**config.mk**
```make
export PLATFORM = sky130hd
export DESIGN_NAME = mbw_top
export DESIGN_NICKNAME = d
export VERILOG_FILES = /design/src/inc/mbw_pkg.sv /design/src/inc/mbw_tmr_if.sv /design/src/hw/mbw_in_sync.sv /design/src/hw/mbw_timer.sv /design/src/hw/mbw_top.sv
export SDC_FILE = /design/constraint.sdc
export NUM_CORES = 1
export LEC_CHECK = 0
export ABC_AREA = 1
export BUFFER_PORTS_ARGS = -buffer_cell sky130_fd_sc_hd__buf_4
export CAP_MARGIN = 30
export CELL_PAD_IN_SITES_DETAIL_PLACEMENT = 1
export CELL_PAD_IN_SITES_GLOBAL_PLACEMENT = 1
export CORE_UTILIZATION = 35
export DETAILED_ROUTE_END_ITERATION = 10
export PLACE_DENSITY = 0.8
export RECOVER_POWER = 25
export SYNTH_ARGS = -nofsm -noshare
export SYNTH_HDL_FRONTEND = slang
export SYNTH_SLANG_ARGS = --single-unit
export TNS_END_PERCENT = 30
```
**constraint.sdc**
```tcl
create_clock -name i_clk -period 4.24 [get_ports i_clk]
set_input_delay 1.272 -clock i_clk [delete_from_list [all_inputs] [get_ports i_clk]]
set_output_delay 1.272 -clock i_clk [all_outputs]
set_load 0.02 [all_outputs]
```
**src/inc/mbw_pkg.sv**
```systemverilog
// Purpose: Shared constants and types for the boot and runtime watchdog
// Assumes: 250 MHz core clock, all timeouts in whole seconds
// Notes:   Selector codes match the order of the configuration options

package mbw_pkg;

  // ************************************************************
  // Timing base
  // ************************************************************
  localparam int unsigned CLK_PERIOD_PS = 4000;
  localparam int unsigned SEC_PS = 1000000000;
  localparam int unsigned SEC_TO_PS_DIV = 1000;
  // Cycles per second, derived from the clock period
  localparam int unsigned CYC_PER_SEC = (SEC_PS / CLK_PERIOD_PS) * SEC_TO_PS_DIV;

  // Seconds counter width, enough for 30 minutes
  localparam int unsigned SEC_W = 11;
  typedef logic [SEC_W-1:0] mbw_sec_t;

  // ************************************************************
  // Timeouts in seconds
  // ************************************************************
  localparam mbw_sec_t T_0S = 11'h000;
  localparam mbw_sec_t T_1S = 11'h001;
  localparam mbw_sec_t T_2S = 11'h002;
  localparam mbw_sec_t T_5S = 11'h005;
  localparam mbw_sec_t T_10S = 11'h00a;
  localparam mbw_sec_t T_30S = 11'h01e;
  localparam mbw_sec_t T_1M = 11'h03c;
  localparam mbw_sec_t T_2M = 11'h078;
  localparam mbw_sec_t T_5M = 11'h12c;
  localparam mbw_sec_t T_10M = 11'h258;
  localparam mbw_sec_t T_30M = 11'h708;

  // ************************************************************
  // Selector encodings
  // ************************************************************
  // Boot watchdog: 0 off, 1 30s, 2 1m, 3 2m, 4 5m, 5 10m, 6+ 30m
  localparam logic [2:0] POST_OFF = 3'h0;
  // Start delay: 0 off, 1 10s, 2 30s, 3 1m, 4 2m, 5 5m, 6 10m, 7 30m
  localparam logic [2:0] DLY_OFF = 3'h0;
  // Stage timeout: 0 1s .. 9 30m, others fall back to 30s
  localparam logic [3:0] TO_DEFAULT = 4'h4;

  // Runtime operating modes
  localparam logic [1:0] MODE_OFF = 2'h0;
  localparam logic [1:0] MODE_ONCE = 2'h1;
  localparam logic [1:0] MODE_SINGLE = 2'h2;
  localparam logic [1:0] MODE_REPEAT = 2'h3;

  // Stage actions
  localparam logic [1:0] ACT_NONE = 2'h0;
  localparam logic [1:0] ACT_ACPI = 2'h1;
  localparam logic [1:0] ACT_RESET = 2'h2;
  localparam logic [1:0] ACT_PWRBTN = 2'h3;

  // Stage indices
  localparam logic [1:0] STG_1 = 2'h0;
  localparam logic [1:0] STG_2 = 2'h1;
  localparam logic [1:0] STG_3 = 2'h2;

  // Number of synchronised pin inputs
  localparam int unsigned N_PINS = 4;

  // Runtime state machine
  typedef enum logic [1:0] {
    RT_OFF,
    RT_DELAY,
    RT_STAGE,
    RT_DONE
  } mbw_rt_e;

endpackage

```
**src/inc/mbw_tmr_if.sv**
```systemverilog
// Purpose: Control and expiry bundle between watchdog logic and a timer
// Assumes: One controller and one timer per instance
// Notes:   Expiry is a one-cycle pulse

`timescale 1ns/1ps

interface mbw_tmr_if;
  logic load;
  mbw_pkg::mbw_sec_t load_val;
  logic run;
  logic expire;

  modport ctl (output load, output load_val, output run, input expire);
  modport tmr (input load, input load_val, input run, output expire);
endinterface

```
**src/hw/mbw_in_sync.sv**
```systemverilog
// Purpose: Three-stage synchroniser with agreement filter per bit
// Assumes: Inputs asynchronous to i_clk
// Notes:   Output changes only when stages two and three agree

`timescale 1ns/1ps

module mbw_in_sync #(
  parameter int unsigned W = 4
) (
  input wire logic i_clk,          // Core clock
  input wire logic i_rstn,         // Sync reset, active low
  input wire logic [W-1:0] i_d,    // Asynchronous inputs
  output logic [W-1:0] o_q         // Filtered levels
);

  // ************************************************************
  // Per-bit chain
  // ************************************************************
  genvar gi;
  generate
    for (gi = 0; gi < W; gi++) begin : g_bit
      logic s1_q;
      logic s2_q;
      logic s3_q;
      logic lvl_q;

      // First stage feeds only the second one
      always_ff @(posedge i_clk) begin
        if (!i_rstn) begin
          s1_q <= 1'b0;
          s2_q <= 1'b0;
          s3_q <= 1'b0;
        end else begin
          s1_q <= i_d[gi];
          s2_q <= s1_q;
          s3_q <= s2_q;
        end
      end

      // Accept a change once it is stable
      always_ff @(posedge i_clk) begin
        if (!i_rstn) begin
          lvl_q <= 1'b0;
        end else if (s2_q == s3_q) begin
          lvl_q <= s3_q;
        end
      end

      assign o_q[gi] = lvl_q;
    end
  endgenerate

endmodule

```
**src/hw/mbw_timer.sv**
```systemverilog
// Purpose: Seconds countdown timer with its own cycle prescaler
// Assumes: Load value in whole seconds, zero means idle
// Notes:   Load restarts the prescaler so timeouts are exact

`timescale 1ns/1ps

module mbw_timer #(
  parameter int unsigned P_CYC_PER_SEC = mbw_pkg::CYC_PER_SEC
) (
  input wire logic i_clk,          // Core clock
  input wire logic i_rstn,         // Sync reset, active low
  mbw_tmr_if.tmr t                 // Control and expiry
);

  localparam int unsigned CW = (P_CYC_PER_SEC > 1) ? $clog2(P_CYC_PER_SEC) : 1;
  localparam logic [CW-1:0] CYC_LAST = CW'(P_CYC_PER_SEC - 1);

  logic [CW-1:0] cyc_q;
  mbw_pkg::mbw_sec_t sec_q;

  // ************************************************************
  // Count down
  // ************************************************************
  // Pausing keeps both counts, so a halted timer resumes where it was
  always_ff @(posedge i_clk) begin
    if (!i_rstn) begin
      cyc_q <= '0;
      sec_q <= '0;
      t.expire <= 1'b0;
    end else if (t.load) begin
      cyc_q <= '0;
      sec_q <= t.load_val;
      t.expire <= 1'b0;
    end else begin
      t.expire <= 1'b0;
      if (t.run && (sec_q != '0)) begin
        if (cyc_q == CYC_LAST) begin
          cyc_q <= '0;
          sec_q <= sec_q - mbw_pkg::T_1S;
          t.expire <= (sec_q == mbw_pkg::T_1S);
        end else begin
          cyc_q <= cyc_q + 1'b1;
        end
      end
    end
  end

endmodule

```
**src/hw/mbw_top.sv**
```systemverilog
// Purpose: Boot-phase watchdog and three-stage runtime watchdog
// Assumes: Config ports come from same-clock logic and stay steady
// Notes:   Status pins are asynchronous and pass a filtered synchroniser

`timescale 1ns/1ps

// Function
// - Boot watchdog off or 30s to 30m
// - Boot watchdog counts in self-test, resets
// - Optional halt during popup or password
// - Runtime modes off, once, single, repeated
// - Runtime watchdog armed at OS start
// - One-time mode stops on first trigger
// - Single mode runs each stage once
// - Repeated mode reruns final stage forever
// - Programmable start delay before runtime active
// - Stage one action ACPI, reset, button
// - Stages two, three also selectable off
// - Per-stage timeout 1s to 30m
// - ACPI action shutdown or restart
// - Shutdown sent as over-temperature notice
// - Restart sent as ACPI fatal error
// - No non-maskable interrupt action offered
module mbw_top #(
  parameter int unsigned P_CYC_PER_SEC = mbw_pkg::CYC_PER_SEC
) (
  input wire logic i_clk,                // Core clock, 250 MHz
  input wire logic i_rstn,               // Sync reset, active low
  input wire logic i_post_active,        // Self-test running, level
  input wire logic i_user_wait,          // Popup or password wait, level
  input wire logic i_os_start,           // OS boot begins, rising edge
  input wire logic i_kick,               // Software trigger, rising edge
  input wire logic [2:0] i_post_sel,     // Boot watchdog timeout code
  input wire logic i_post_user_stop,     // Halt boot watchdog on user wait
  input wire logic [1:0] i_rt_mode,      // Runtime mode
  input wire logic [2:0] i_rt_delay_sel, // Start delay code
  input wire logic [1:0] i_ev1_sel,      // Stage one action
  input wire logic [1:0] i_ev2_sel,      // Stage two action
  input wire logic [1:0] i_ev3_sel,      // Stage three action
  input wire logic [3:0] i_to1_sel,      // Stage one timeout code
  input wire logic [3:0] i_to2_sel,      // Stage two timeout code
  input wire logic [3:0] i_to3_sel,      // Stage three timeout code
  input wire logic i_acpi_restart,       // ACPI action: 0 shutdown, 1 restart
  output logic o_sys_reset,              // System reset pulse
  output logic o_pwr_btn,                // Power-button event pulse
  output logic o_os_overtemp,            // Over-temperature notice pulse
  output logic o_acpi_fatal,             // ACPI fatal error pulse
  output logic o_post_running,           // Boot watchdog counting
  output logic [1:0] o_rt_state,         // Runtime state code
  output logic [1:0] o_rt_stage          // Current stage index
);

  // ************************************************************
  // Lookup functions
  // ************************************************************
  // Boot watchdog timeout in seconds
  function automatic mbw_pkg::mbw_sec_t post_secs(input logic [2:0] sel);
    case (sel)
      3'h1: post_secs = mbw_pkg::T_30S;
      3'h2: post_secs = mbw_pkg::T_1M;
      3'h3: post_secs = mbw_pkg::T_2M;
      3'h4: post_secs = mbw_pkg::T_5M;
      3'h5: post_secs = mbw_pkg::T_10M;
      3'h6: post_secs = mbw_pkg::T_30M;
      3'h7: post_secs = mbw_pkg::T_30M;
      default: post_secs = mbw_pkg::T_0S;
    endcase
  endfunction

  // Start delay in seconds
  function automatic mbw_pkg::mbw_sec_t delay_secs(input logic [2:0] sel);
    case (sel)
      3'h1: delay_secs = mbw_pkg::T_10S;
      3'h2: delay_secs = mbw_pkg::T_30S;
      3'h3: delay_secs = mbw_pkg::T_1M;
      3'h4: delay_secs = mbw_pkg::T_2M;
      3'h5: delay_secs = mbw_pkg::T_5M;
      3'h6: delay_secs = mbw_pkg::T_10M;
      3'h7: delay_secs = mbw_pkg::T_30M;
      default: delay_secs = mbw_pkg::T_0S;
    endcase
  endfunction

  // Stage timeout in seconds, unknown codes fall back to 30s
  function automatic mbw_pkg::mbw_sec_t stage_secs(input logic [3:0] sel);
    case (sel)
      4'h0: stage_secs = mbw_pkg::T_1S;
      4'h1: stage_secs = mbw_pkg::T_2S;
      4'h2: stage_secs = mbw_pkg::T_5S;
      4'h3: stage_secs = mbw_pkg::T_10S;
      4'h4: stage_secs = mbw_pkg::T_30S;
      4'h5: stage_secs = mbw_pkg::T_1M;
      4'h6: stage_secs = mbw_pkg::T_2M;
      4'h7: stage_secs = mbw_pkg::T_5M;
      4'h8: stage_secs = mbw_pkg::T_10M;
      4'h9: stage_secs = mbw_pkg::T_30M;
      default: stage_secs = mbw_pkg::T_30S;
    endcase
  endfunction

  // ************************************************************
  // Pin synchronisers
  // ************************************************************
  logic [mbw_pkg::N_PINS-1:0] pin_raw;
  logic [mbw_pkg::N_PINS-1:0] pin_lvl;
  logic post_lvl;
  logic wait_lvl;
  logic os_lvl;
  logic kick_lvl;

  assign pin_raw = {i_kick, i_os_start, i_user_wait, i_post_active};

  mbw_in_sync #(
    .W(mbw_pkg::N_PINS)
  ) u_sync (
    .i_clk(i_clk),
    .i_rstn(i_rstn),
    .i_d(pin_raw),
    .o_q(pin_lvl)
  );

  assign post_lvl = pin_lvl[0];
  assign wait_lvl = pin_lvl[1];
  assign os_lvl = pin_lvl[2];
  assign kick_lvl = pin_lvl[3];

  // Edge detection on filtered levels
  logic post_prev_q;
  logic os_prev_q;
  logic kick_prev_q;

  always_ff @(posedge i_clk) begin
    if (!i_rstn) begin
      post_prev_q <= 1'b0;
      os_prev_q <= 1'b0;
      kick_prev_q <= 1'b0;
    end else begin
      post_prev_q <= post_lvl;
      os_prev_q <= os_lvl;
      kick_prev_q <= kick_lvl;
    end
  end

  logic post_rise;
  logic os_rise;
  logic kick_rise;
  assign post_rise = post_lvl & ~post_prev_q;
  assign os_rise = os_lvl & ~os_prev_q;
  assign kick_rise = kick_lvl & ~kick_prev_q;

  // ************************************************************
  // Boot-phase watchdog
  // ************************************************************
  mbw_tmr_if post_t ();

  mbw_timer #(
    .P_CYC_PER_SEC(P_CYC_PER_SEC)
  ) u_post_tmr (
    .i_clk(i_clk),
    .i_rstn(i_rstn),
    .t(post_t)
  );

  logic post_en;
  logic post_halt;
  assign post_en = (i_post_sel != mbw_pkg::POST_OFF);
  assign post_halt = i_post_user_stop & wait_lvl;
  assign post_t.load = post_rise & post_en;
  assign post_t.load_val = post_secs(i_post_sel);
  assign post_t.run = post_lvl & post_en & ~post_halt;

  logic post_fire;
  assign post_fire = post_t.expire;

  // ************************************************************
  // Runtime watchdog
  // ************************************************************
  mbw_tmr_if rt_t ();

  mbw_timer #(
    .P_CYC_PER_SEC(P_CYC_PER_SEC)
  ) u_rt_tmr (
    .i_clk(i_clk),
    .i_rstn(i_rstn),
    .t(rt_t)
  );

  mbw_pkg::mbw_rt_e rt_st_q;
  mbw_pkg::mbw_rt_e rt_st_d;
  logic [1:0] stage_q;
  logic [1:0] stage_d;
  logic rt_load;
  mbw_pkg::mbw_sec_t rt_load_val;
  logic rt_fire;

  // Stage decode shared by the state machine and the action logic
  logic [1:0] ev1_eff;
  logic [1:0] cur_act;
  logic nxt_ok;
  logic [1:0] nxt_stage;
  mbw_pkg::mbw_sec_t to1_secs;
  mbw_pkg::mbw_sec_t cur_secs;
  mbw_pkg::mbw_sec_t nxt_secs;

  assign ev1_eff = (i_ev1_sel == mbw_pkg::ACT_NONE) ? mbw_pkg::ACT_RESET : i_ev1_sel;
  assign cur_act = (stage_q == mbw_pkg::STG_1) ? ev1_eff :
                   (stage_q == mbw_pkg::STG_2) ? i_ev2_sel : i_ev3_sel;
  // A disabled stage ends the chain
  assign nxt_ok = ((stage_q == mbw_pkg::STG_1) && (i_ev2_sel != mbw_pkg::ACT_NONE)) ||
                  ((stage_q == mbw_pkg::STG_2) && (i_ev3_sel != mbw_pkg::ACT_NONE));
  assign nxt_stage = (stage_q == mbw_pkg::STG_1) ? mbw_pkg::STG_2 : mbw_pkg::STG_3;
  assign to1_secs = stage_secs(i_to1_sel);
  assign cur_secs = (stage_q == mbw_pkg::STG_1) ? to1_secs :
                    (stage_q == mbw_pkg::STG_2) ? stage_secs(i_to2_sel) : stage_secs(i_to3_sel);
  assign nxt_secs = (nxt_stage == mbw_pkg::STG_2) ? stage_secs(i_to2_sel) : stage_secs(i_to3_sel);

  // Runtime sequencing; a trigger wins over an expiry in the same cycle
  always_comb begin
    rt_st_d = rt_st_q;
    stage_d = stage_q;
    rt_load = 1'b0;
    rt_load_val = mbw_pkg::T_0S;
    rt_fire = 1'b0;
    case (rt_st_q)
      mbw_pkg::RT_OFF, mbw_pkg::RT_DONE: begin
        if (os_rise && (i_rt_mode != mbw_pkg::MODE_OFF)) begin
          stage_d = mbw_pkg::STG_1;
          rt_load = 1'b1;
          if (i_rt_delay_sel == mbw_pkg::DLY_OFF) begin
            rt_st_d = mbw_pkg::RT_STAGE;
            rt_load_val = to1_secs;
          end else begin
            rt_st_d = mbw_pkg::RT_DELAY;
            rt_load_val = delay_secs(i_rt_delay_sel);
          end
        end
      end
      mbw_pkg::RT_DELAY: begin
        if (rt_t.expire) begin
          rt_st_d = mbw_pkg::RT_STAGE;
          stage_d = mbw_pkg::STG_1;
          rt_load = 1'b1;
          rt_load_val = to1_secs;
        end
      end
      mbw_pkg::RT_STAGE: begin
        if (kick_rise) begin
          if (i_rt_mode == mbw_pkg::MODE_ONCE) begin
            rt_st_d = mbw_pkg::RT_DONE;
          end else begin
            stage_d = mbw_pkg::STG_1;
            rt_load = 1'b1;
            rt_load_val = to1_secs;
          end
        end else if (rt_t.expire) begin
          rt_fire = 1'b1;
          if (nxt_ok) begin
            stage_d = nxt_stage;
            rt_load = 1'b1;
            rt_load_val = nxt_secs;
          end else if (i_rt_mode == mbw_pkg::MODE_REPEAT) begin
            rt_load = 1'b1;
            rt_load_val = cur_secs;
          end else begin
            rt_st_d = mbw_pkg::RT_DONE;
          end
        end
      end
      default: begin
        rt_st_d = mbw_pkg::RT_OFF;
      end
    endcase
    if (i_rt_mode == mbw_pkg::MODE_OFF) begin
      rt_st_d = mbw_pkg::RT_OFF;
      rt_load = 1'b0;
      rt_fire = 1'b0;
    end
  end

  assign rt_t.load = rt_load;
  assign rt_t.load_val = rt_load_val;
  assign rt_t.run = (rt_st_q == mbw_pkg::RT_DELAY) || (rt_st_q == mbw_pkg::RT_STAGE);

  always_ff @(posedge i_clk) begin
    if (!i_rstn) begin
      rt_st_q <= mbw_pkg::RT_OFF;
      stage_q <= mbw_pkg::STG_1;
    end else begin
      rt_st_q <= rt_st_d;
      stage_q <= stage_d;
    end
  end

  // ************************************************************
  // Action outputs
  // ************************************************************
  logic act_acpi;
  logic reset_d;
  logic pwr_d;
  logic overtemp_d;
  logic fatal_d;

  assign act_acpi = rt_fire && (cur_act == mbw_pkg::ACT_ACPI);
  assign reset_d = post_fire | (rt_fire && (cur_act == mbw_pkg::ACT_RESET));
  assign pwr_d = rt_fire && (cur_act == mbw_pkg::ACT_PWRBTN);
  assign overtemp_d = act_acpi & ~i_acpi_restart;
  assign fatal_d = act_acpi & i_acpi_restart;
  // No NMI output exists
  // Only four action outputs, no interrupt line to the processor

  // Registered so every output comes from a flop
  always_ff @(posedge i_clk) begin
    if (!i_rstn) begin
      o_sys_reset <= 1'b0;
      o_pwr_btn <= 1'b0;
      o_os_overtemp <= 1'b0;
      o_acpi_fatal <= 1'b0;
      o_post_running <= 1'b0;
      o_rt_state <= 2'h0;
      o_rt_stage <= 2'h0;
    end else begin
      o_sys_reset <= reset_d;
      o_pwr_btn <= pwr_d;
      o_os_overtemp <= overtemp_d;
      o_acpi_fatal <= fatal_d;
      o_post_running <= post_t.run;
      o_rt_state <= rt_st_d;
      o_rt_stage <= stage_d;
    end
  end

endmodule

```
-- Yosys cells after proc, flatten, opt, wreduce, memory -nomap -nowiden
Memory sizes are Yosys's and may differ from the RTL's.
Index checks and enable logic that the tools add are counted.
- $add $sub $neg: 4
- eq/ne operators: 40
- mux-type cells: 54
- bitwise logic cells: 20
- reductions and logical operators: 36
- operator list (operator ; number):
    $mux 11 ; 17
    $pmux 11 s7 ; 1
    $pmux 11 s6 ; 1
    $add 28x1->28 const B ; 2
    $eq 28x28->1 const B ; 2
    $mux 28 ; 2
    $mux 2 ; 18
    $pmux 11 s3 ; 1
    $eq 3x3->1 const B ; 8
    $eq 11x1->1 const B ; 2
    $reduce_bool 11->1 ; 2
    $sub 11x1->11 const B ; 2
    $ne 3x3->1 const B ; 5
    $reduce_bool 2->1 ; 7
    $eq 3x2->1 const B ; 4
    $pmux 2 s3 ; 2
    $mux 1 ; 11
    $eq 2x1->1 const B ; 5
    $eq 2x2->1 const B ; 5
    $not 1->1 ; 10
    $reduce_or 2->1 ; 5
    $and 1x1->1 ; 9
    $logic_and 1x1->1 ; 8
    $logic_not 2->1 ; 4
    other kinds (14) ; 21
- register bits after elaboration: 108
- memory bits (read-only): 800
- input bits: 34
- output and inout bits: 9
- logic and storage cells: 191
- memories kept: 5
- memories (name ; words ; width ; read ports ; clocked after memory_dff ; write ports ; RTL line ; RTL):
    (no name shown) ; 16 ; 10 ; 1 ; 0 ; 0 ; mbw_top.sv:86 ; case (sel)
    (no name shown) ; 16 ; 10 ; 1 ; 0 ; 0 ; mbw_top.sv:86 ;
    (no name shown) ; 16 ; 10 ; 1 ; 0 ; 0 ; mbw_top.sv:86 ;
    (no name shown) ; 16 ; 10 ; 1 ; 0 ; 0 ; mbw_top.sv:86 ;
    (no name shown) ; 16 ; 10 ; 1 ; 0 ; 0 ; mbw_top.sv:86 ;

-- Depth between registers and ports, before layout
- word-level depth: 10
- depth in mapped cells: 13

-- Modules after synthesis
Synthesis repeated with hierarchy kept, for this count alone.
- cell total of the unflattened synthesis: 1315
- area total of the unflattened synthesis: 7748.7 um^2
- by module, submodules not included (module ; instances ; cells an instance ; area each (um^2) ; seq. area each (um^2)):
    mbw_timer ; 2 ; 429 ; 2610.0 ; 800.8
    mbw_top ; 1 ; 400 ; 2021.9 ; 240.2
    mbw_in_sync ; 1 ; 57 ; 506.7 ; 320.3

-- Least setup slack after synthesis
No wires, ideal clock.
- path type: input-to-reg
- from: input i_rt_mode[1]
- to: register u_rt_tmr.sec_q[1]
- setup time: 0.112 ns
- arrival: 2.269 ns
- slack: 1.859 ns
- stages on the path: 12
- path buffers: 0
- cells stage by stage: inv_1 > nand2_1 > nand3_1 > nand2_1 > nand2_1 > inv_1 > nand2_2 > clkinv_1 > nor2_1 > nor2_1 > nand2_1 > nand2_1
- longest elaborated chain between the ends: 9
- ends and longest elaborated chain (what ; RTL line ; RTL):
    start, declared ; mbw_top.sv:35 ; input wire logic [1:0] i_rt_mode,
    $eq 2x2->1 ; mbw_top.sv:261 ; end else if (i_rt_mode == mbw_pkg::MODE_REPEAT) begin
    $mux 1 ; mbw_top.sv:261 ;
    $mux 1 ; mbw_top.sv:257 ; if (nxt_ok) begin
    $mux 1 ; mbw_top.sv:255 ; end else if (rt_t.expire) begin
    $mux 1 ; mbw_top.sv:247 ; if (kick_rise) begin
    $pmux 1 s3 ; mbw_top.sv:224 ; case (rt_st_q)
    $mux 1 ; mbw_top.sv:273 ; if (i_rt_mode == mbw_pkg::MODE_OFF) begin
    $reduce_bool 2->1 (no source line) ; - ;
    $reduce_and 2->1 (no source line) ; - ;
    end signal, assigned ; mbw_timer.sv:32 ; sec_q <= t.load_val;
    end signal, assigned ; mbw_timer.sv:39 ; sec_q <= sec_q - mbw_pkg::T_1S;
    end, declared ; mbw_timer.sv:19 ; mbw_pkg::mbw_sec_t sec_q;
Parallel ways exist; a longest one is shown, timed or not.
A chain may end at the register's enable or synchronous reset.

-- Final worst setup path
- from: input i_rstn
- to: register u_rt_tmr.t.expire
- longest elaborated chain between the ends: 2
- ends and longest elaborated chain (what ; RTL line ; RTL):
    start, declared ; mbw_top.sv:28 ; input wire logic i_rstn,
    $not 1->1 (no source line) ; - ;
    $reduce_or 4->1 (no source line) ; - ;
    end signal, assigned ; mbw_timer.sv:40 ; t.expire <= (sec_q == mbw_pkg::T_1S);
    end, declared ; mbw_tmr_if.sv:14 ; modport tmr (input load, input load_val, input run, output expire);
No other way between the ends.

==> results.md <==
- Final Wtd Congestion: 0.890
- Slew Limit Headroom: slightly below 8%
- Worst Reg-to-Reg Cells: 9
- Post-Route WL: approximately 24000 um
- Pre-CTS setup slack: just over 0.9 ns
- Vias post-DR: 8191
- Maxcap violations: 0
- Clock power share: a little over two fifths
- Floorplan row count: 53
- Layout area overhead: 10.7%
- Min-Delay Endpoint: u_sync.g_bit[0].s2_q$_SDFF_PN0_
- Crit-path cells: clkbuf_1, nand2_1, nor4_1
- Max incr delay on CP: approximately 1 ns
- Initial core utilization: between 30 and 40%
- Internal: approximately 1.6 mW
- Status: finished, final reports clean
- Die H: 149 um
- Reg2reg start: o_rt_stage[1]$_SDFFE_PN0P_
- Clock buffers created by TritonCTS: 9
- Mean instance size in the synthesized netlist: approximately 5.8 um2
- R2R setup slack: between 1 and 1.5 ns
- Finished Layout Cells: ~1600
- Slew @ Worst Pin: between 1 and 1.5 ns
- CP Class: in2reg
- Critical path required time: around 4.5 ns
- Synth top area cells: dfxtp_1 (29%), nand2_1 (21%), nor2_1 (10%), nand3_1 (7.7%), inv_1 (6.9%)
- Achievable frequency: 299 MHz
- Combinational power share: under 10%
- Worst hold slack: ~0.42 ns
- Reg clk slew, reported paths: approximately 0.08 ns
- Crit path DAT: roughly 3.6 ns
- Die Area: 0.0222 mm2
- Final WS setup: 0.890 ns
- # setup viols final: 0
- Post-synth cell types: 44
- Vias in the first global route: 8233
- Dpl hpwl: approximately 18000 um
- IO buf count: between 40 and 50
- Yosys top cell by area: dfxtp_1
- Sequential fraction of design power: between 40% and 50%
- Layout Skew: between 0.01 and 0.015 ns
- I/O pin count: 43
- Syn Nets: about 1300
- CTS root buffer: clkbuf_16
- Largest net degree at the start of global routing: 31
- Layout cells sized above 1: under 10%
- Synth Register Bits: 108
- DRC viols: 0
- Fin crit period: approximately 3.4 ns
- Antenna diodes: 0
- Final Hold Vio Count: 0
- Warnings, synthesis: 0
- Nets: between 1000 and 1500
- Top cell type's share of synthesized area: between 20 and 30%
- CTS tree: yes
- Syn Inst Count: around 1300
- CORE AREA: 0.0211 mm2
- Lkg Pwr: about 3.6 nW
- Worst r2r dst: u_rt_tmr.t.expire$_SDFF_PP0_
- Hold path cells: 2
- Initial antenna violation count: 0
- H-tree depth: 3
- Switching Share: 25.6%
- Drt wl/cell: between 10 and 15 um
- Hold Path Class: reg2reg
- Tcrit/Tclk final: 79.0%
- Cts hold-fix bufs: 0
- Final setup TNS: 0 ns
- First-pass DRT Iterations: 5
- Total GRT Usage: approximately 22%
- Clock Sinks: around 110
- Pwr Density: 260 mW/mm2
- Buffer count from post-CTS setup fixing: 0
- RSZ-0062 raised after global routing: no
- Hold wc startpoint: u_sync.g_bit[0].s1_q$_SDFF_PN0_
- Final ANT Viol Nets: 0
- 1st-iter DRT viols: 440
- Grt total ovfl: 0
- Dpl cells: ~1600
- NetSw: around 550 uW
- Clock buffer depth: 2
- Seq/Total Area, Yosys: 28.7%
- Crit end category: flip-flop
- Worst vdd ir: about 0.0002 V
- Via density: 5.12
- First-pass GRT wire length: 40300 um
- Fin. max-slew vios: 0
- Worst-path fanout max: 28
- Mapped Area: around 0.0075 mm2
- CP max-delay cell: clkbuf_1
- Die Width: approximately 150 um
- Clock Latency Late Sink: 0.37 ns
- CP startpoint kind: primary input
- Post_cts resized: 0
==> cells by family after synthesis <==
group / count (synthesis) / synth area share, %
AND/OR/NAND/NOR: 849 / 47.9
buffers and inverters: 176 / 9.73
AO/OA/AOI/OAI: 123 / 9.04
flip-flops: 108 / 28.7
XOR/XNOR: 29 / 3.37
adder cells (fa/ha/maj): 8 / 1.33
==> worst max-delay path, delay by kind of cell <==
kind | cells | cell delay (ns)
simple gates | 2 | 1.33
buf+inv | 1 | 0.98
==> metrics by stage <==
step           util, %  total power [mW]  cell area [um2]
6_report          39.6              2.17             8350
2_1_floorplan        -              1.17             7550
3_5_place_dp      38.2              1.24             8050
5_1_grt           39.6              2.26             8350
4_1_cts           39.8              2.20             8380
3_3_place_gp      38.2              1.23             8050
==> area by class of cell <==
type | instances | area, um2
multi-input cells | 1009 | 4650
inverters | 147 | 552
clock buffers | 9 | 225
clock inverters | 7 | 105
well taps | 275 | 344
fillers | 2927 | 12700
repair buffers | 46 | 315
flip-flops and latches | 108 | 2160
==> Yosys cell counts (all sizes together) <==
cell / number
a21boi: 2
ha: 8
nand4: 44
nor2b: 2
nand3: 117
nor3: 24
dfxtp: 108
o21a: 1
xnor2: 4
a211oi: 2
xor2: 25
a21o: 2
nor4: 1
o21bai: 4
o211ai: 1
a21oi: 70
nand2: 430
clkbuf: 6
nand3b: 8
buf: 23
a31oi: 1
o21ai: 34
o211a: 1
nor2: 215
clkinv: 3
o22ai: 2
o31ai: 2
or2: 6
inv: 144
a22oi: 1
nor3b: 2
==> power by group through the flow <==
stage	registers, mW	logic [mW]	clock network, mW
floorplan	1.05	0.121	0
global placement	1.05	0.183	0
detailed placement	1.05	0.189	0
CTS	1.03	0.190	0.981
global route	1.03	0.215	1.02
finish	1.03	0.189	0.954
==> metal layers <==
layer	global-route usage [%]	part of all wire, %
met5	0	0
met3	3.36	2.6
met2	39.4	48
met4	4.54	1.0
met1	29.0	48
==> layout by cell type (no fill, tap or decap), types with 6 or more instances in the layout <==
cell         n
o21ai_0     34
ha_1         8
inv_1      138
nand2_2      9
nand3b_1     8
nand3_1    116
clkbuf_1     8
clkbuf_16    9
a21oi_1     68
inv_2        6
xor2_1      25
nor3_1      24
nand2_1    420
buf_4       38
nor2_1     206
nor2_2       6
nand4_1     44
dfxtp_1    108
==> how the worst max path moves through the flow <==
stage                                         to  cells past startpoint          from
5_1_grt        u_post_tmr.cyc_q[24]$_SDFFE_PP0P_                      6        i_rstn
3_5_place_dp        u_rt_tmr.t.expire$_SDFF_PP0_                     10  i_rt_mode[1]
3_3_place_gp      u_rt_tmr.cyc_q[2]$_SDFFE_PP0P_                     10  i_rt_mode[1]
2_1_floorplan     u_rt_tmr.sec_q[1]$_SDFFE_PN0P_                     12  i_rt_mode[1]
4_1_cts             u_rt_tmr.t.expire$_SDFF_PP0_                     10  i_rt_mode[1]
6_report            u_rt_tmr.t.expire$_SDFF_PP0_                      3        i_rstn
==> sequential cells by signal, indices dropped and copies added (netlist names), 2 cells and up <==
signal,cells
u_post_tmr.sec_q,11
u_sync.g_bit.s1_q,4
u_sync.g_bit.lvl_q,4
u_sync.g_bit.s3_q,4
o_rt_stage,2
u_rt_tmr.sec_q,11
u_sync.g_bit.s2_q,4
u_post_tmr.cyc_q,28
u_rt_tmr.cyc_q,28
o_rt_state,2
(Power assumes the default switching activity.)
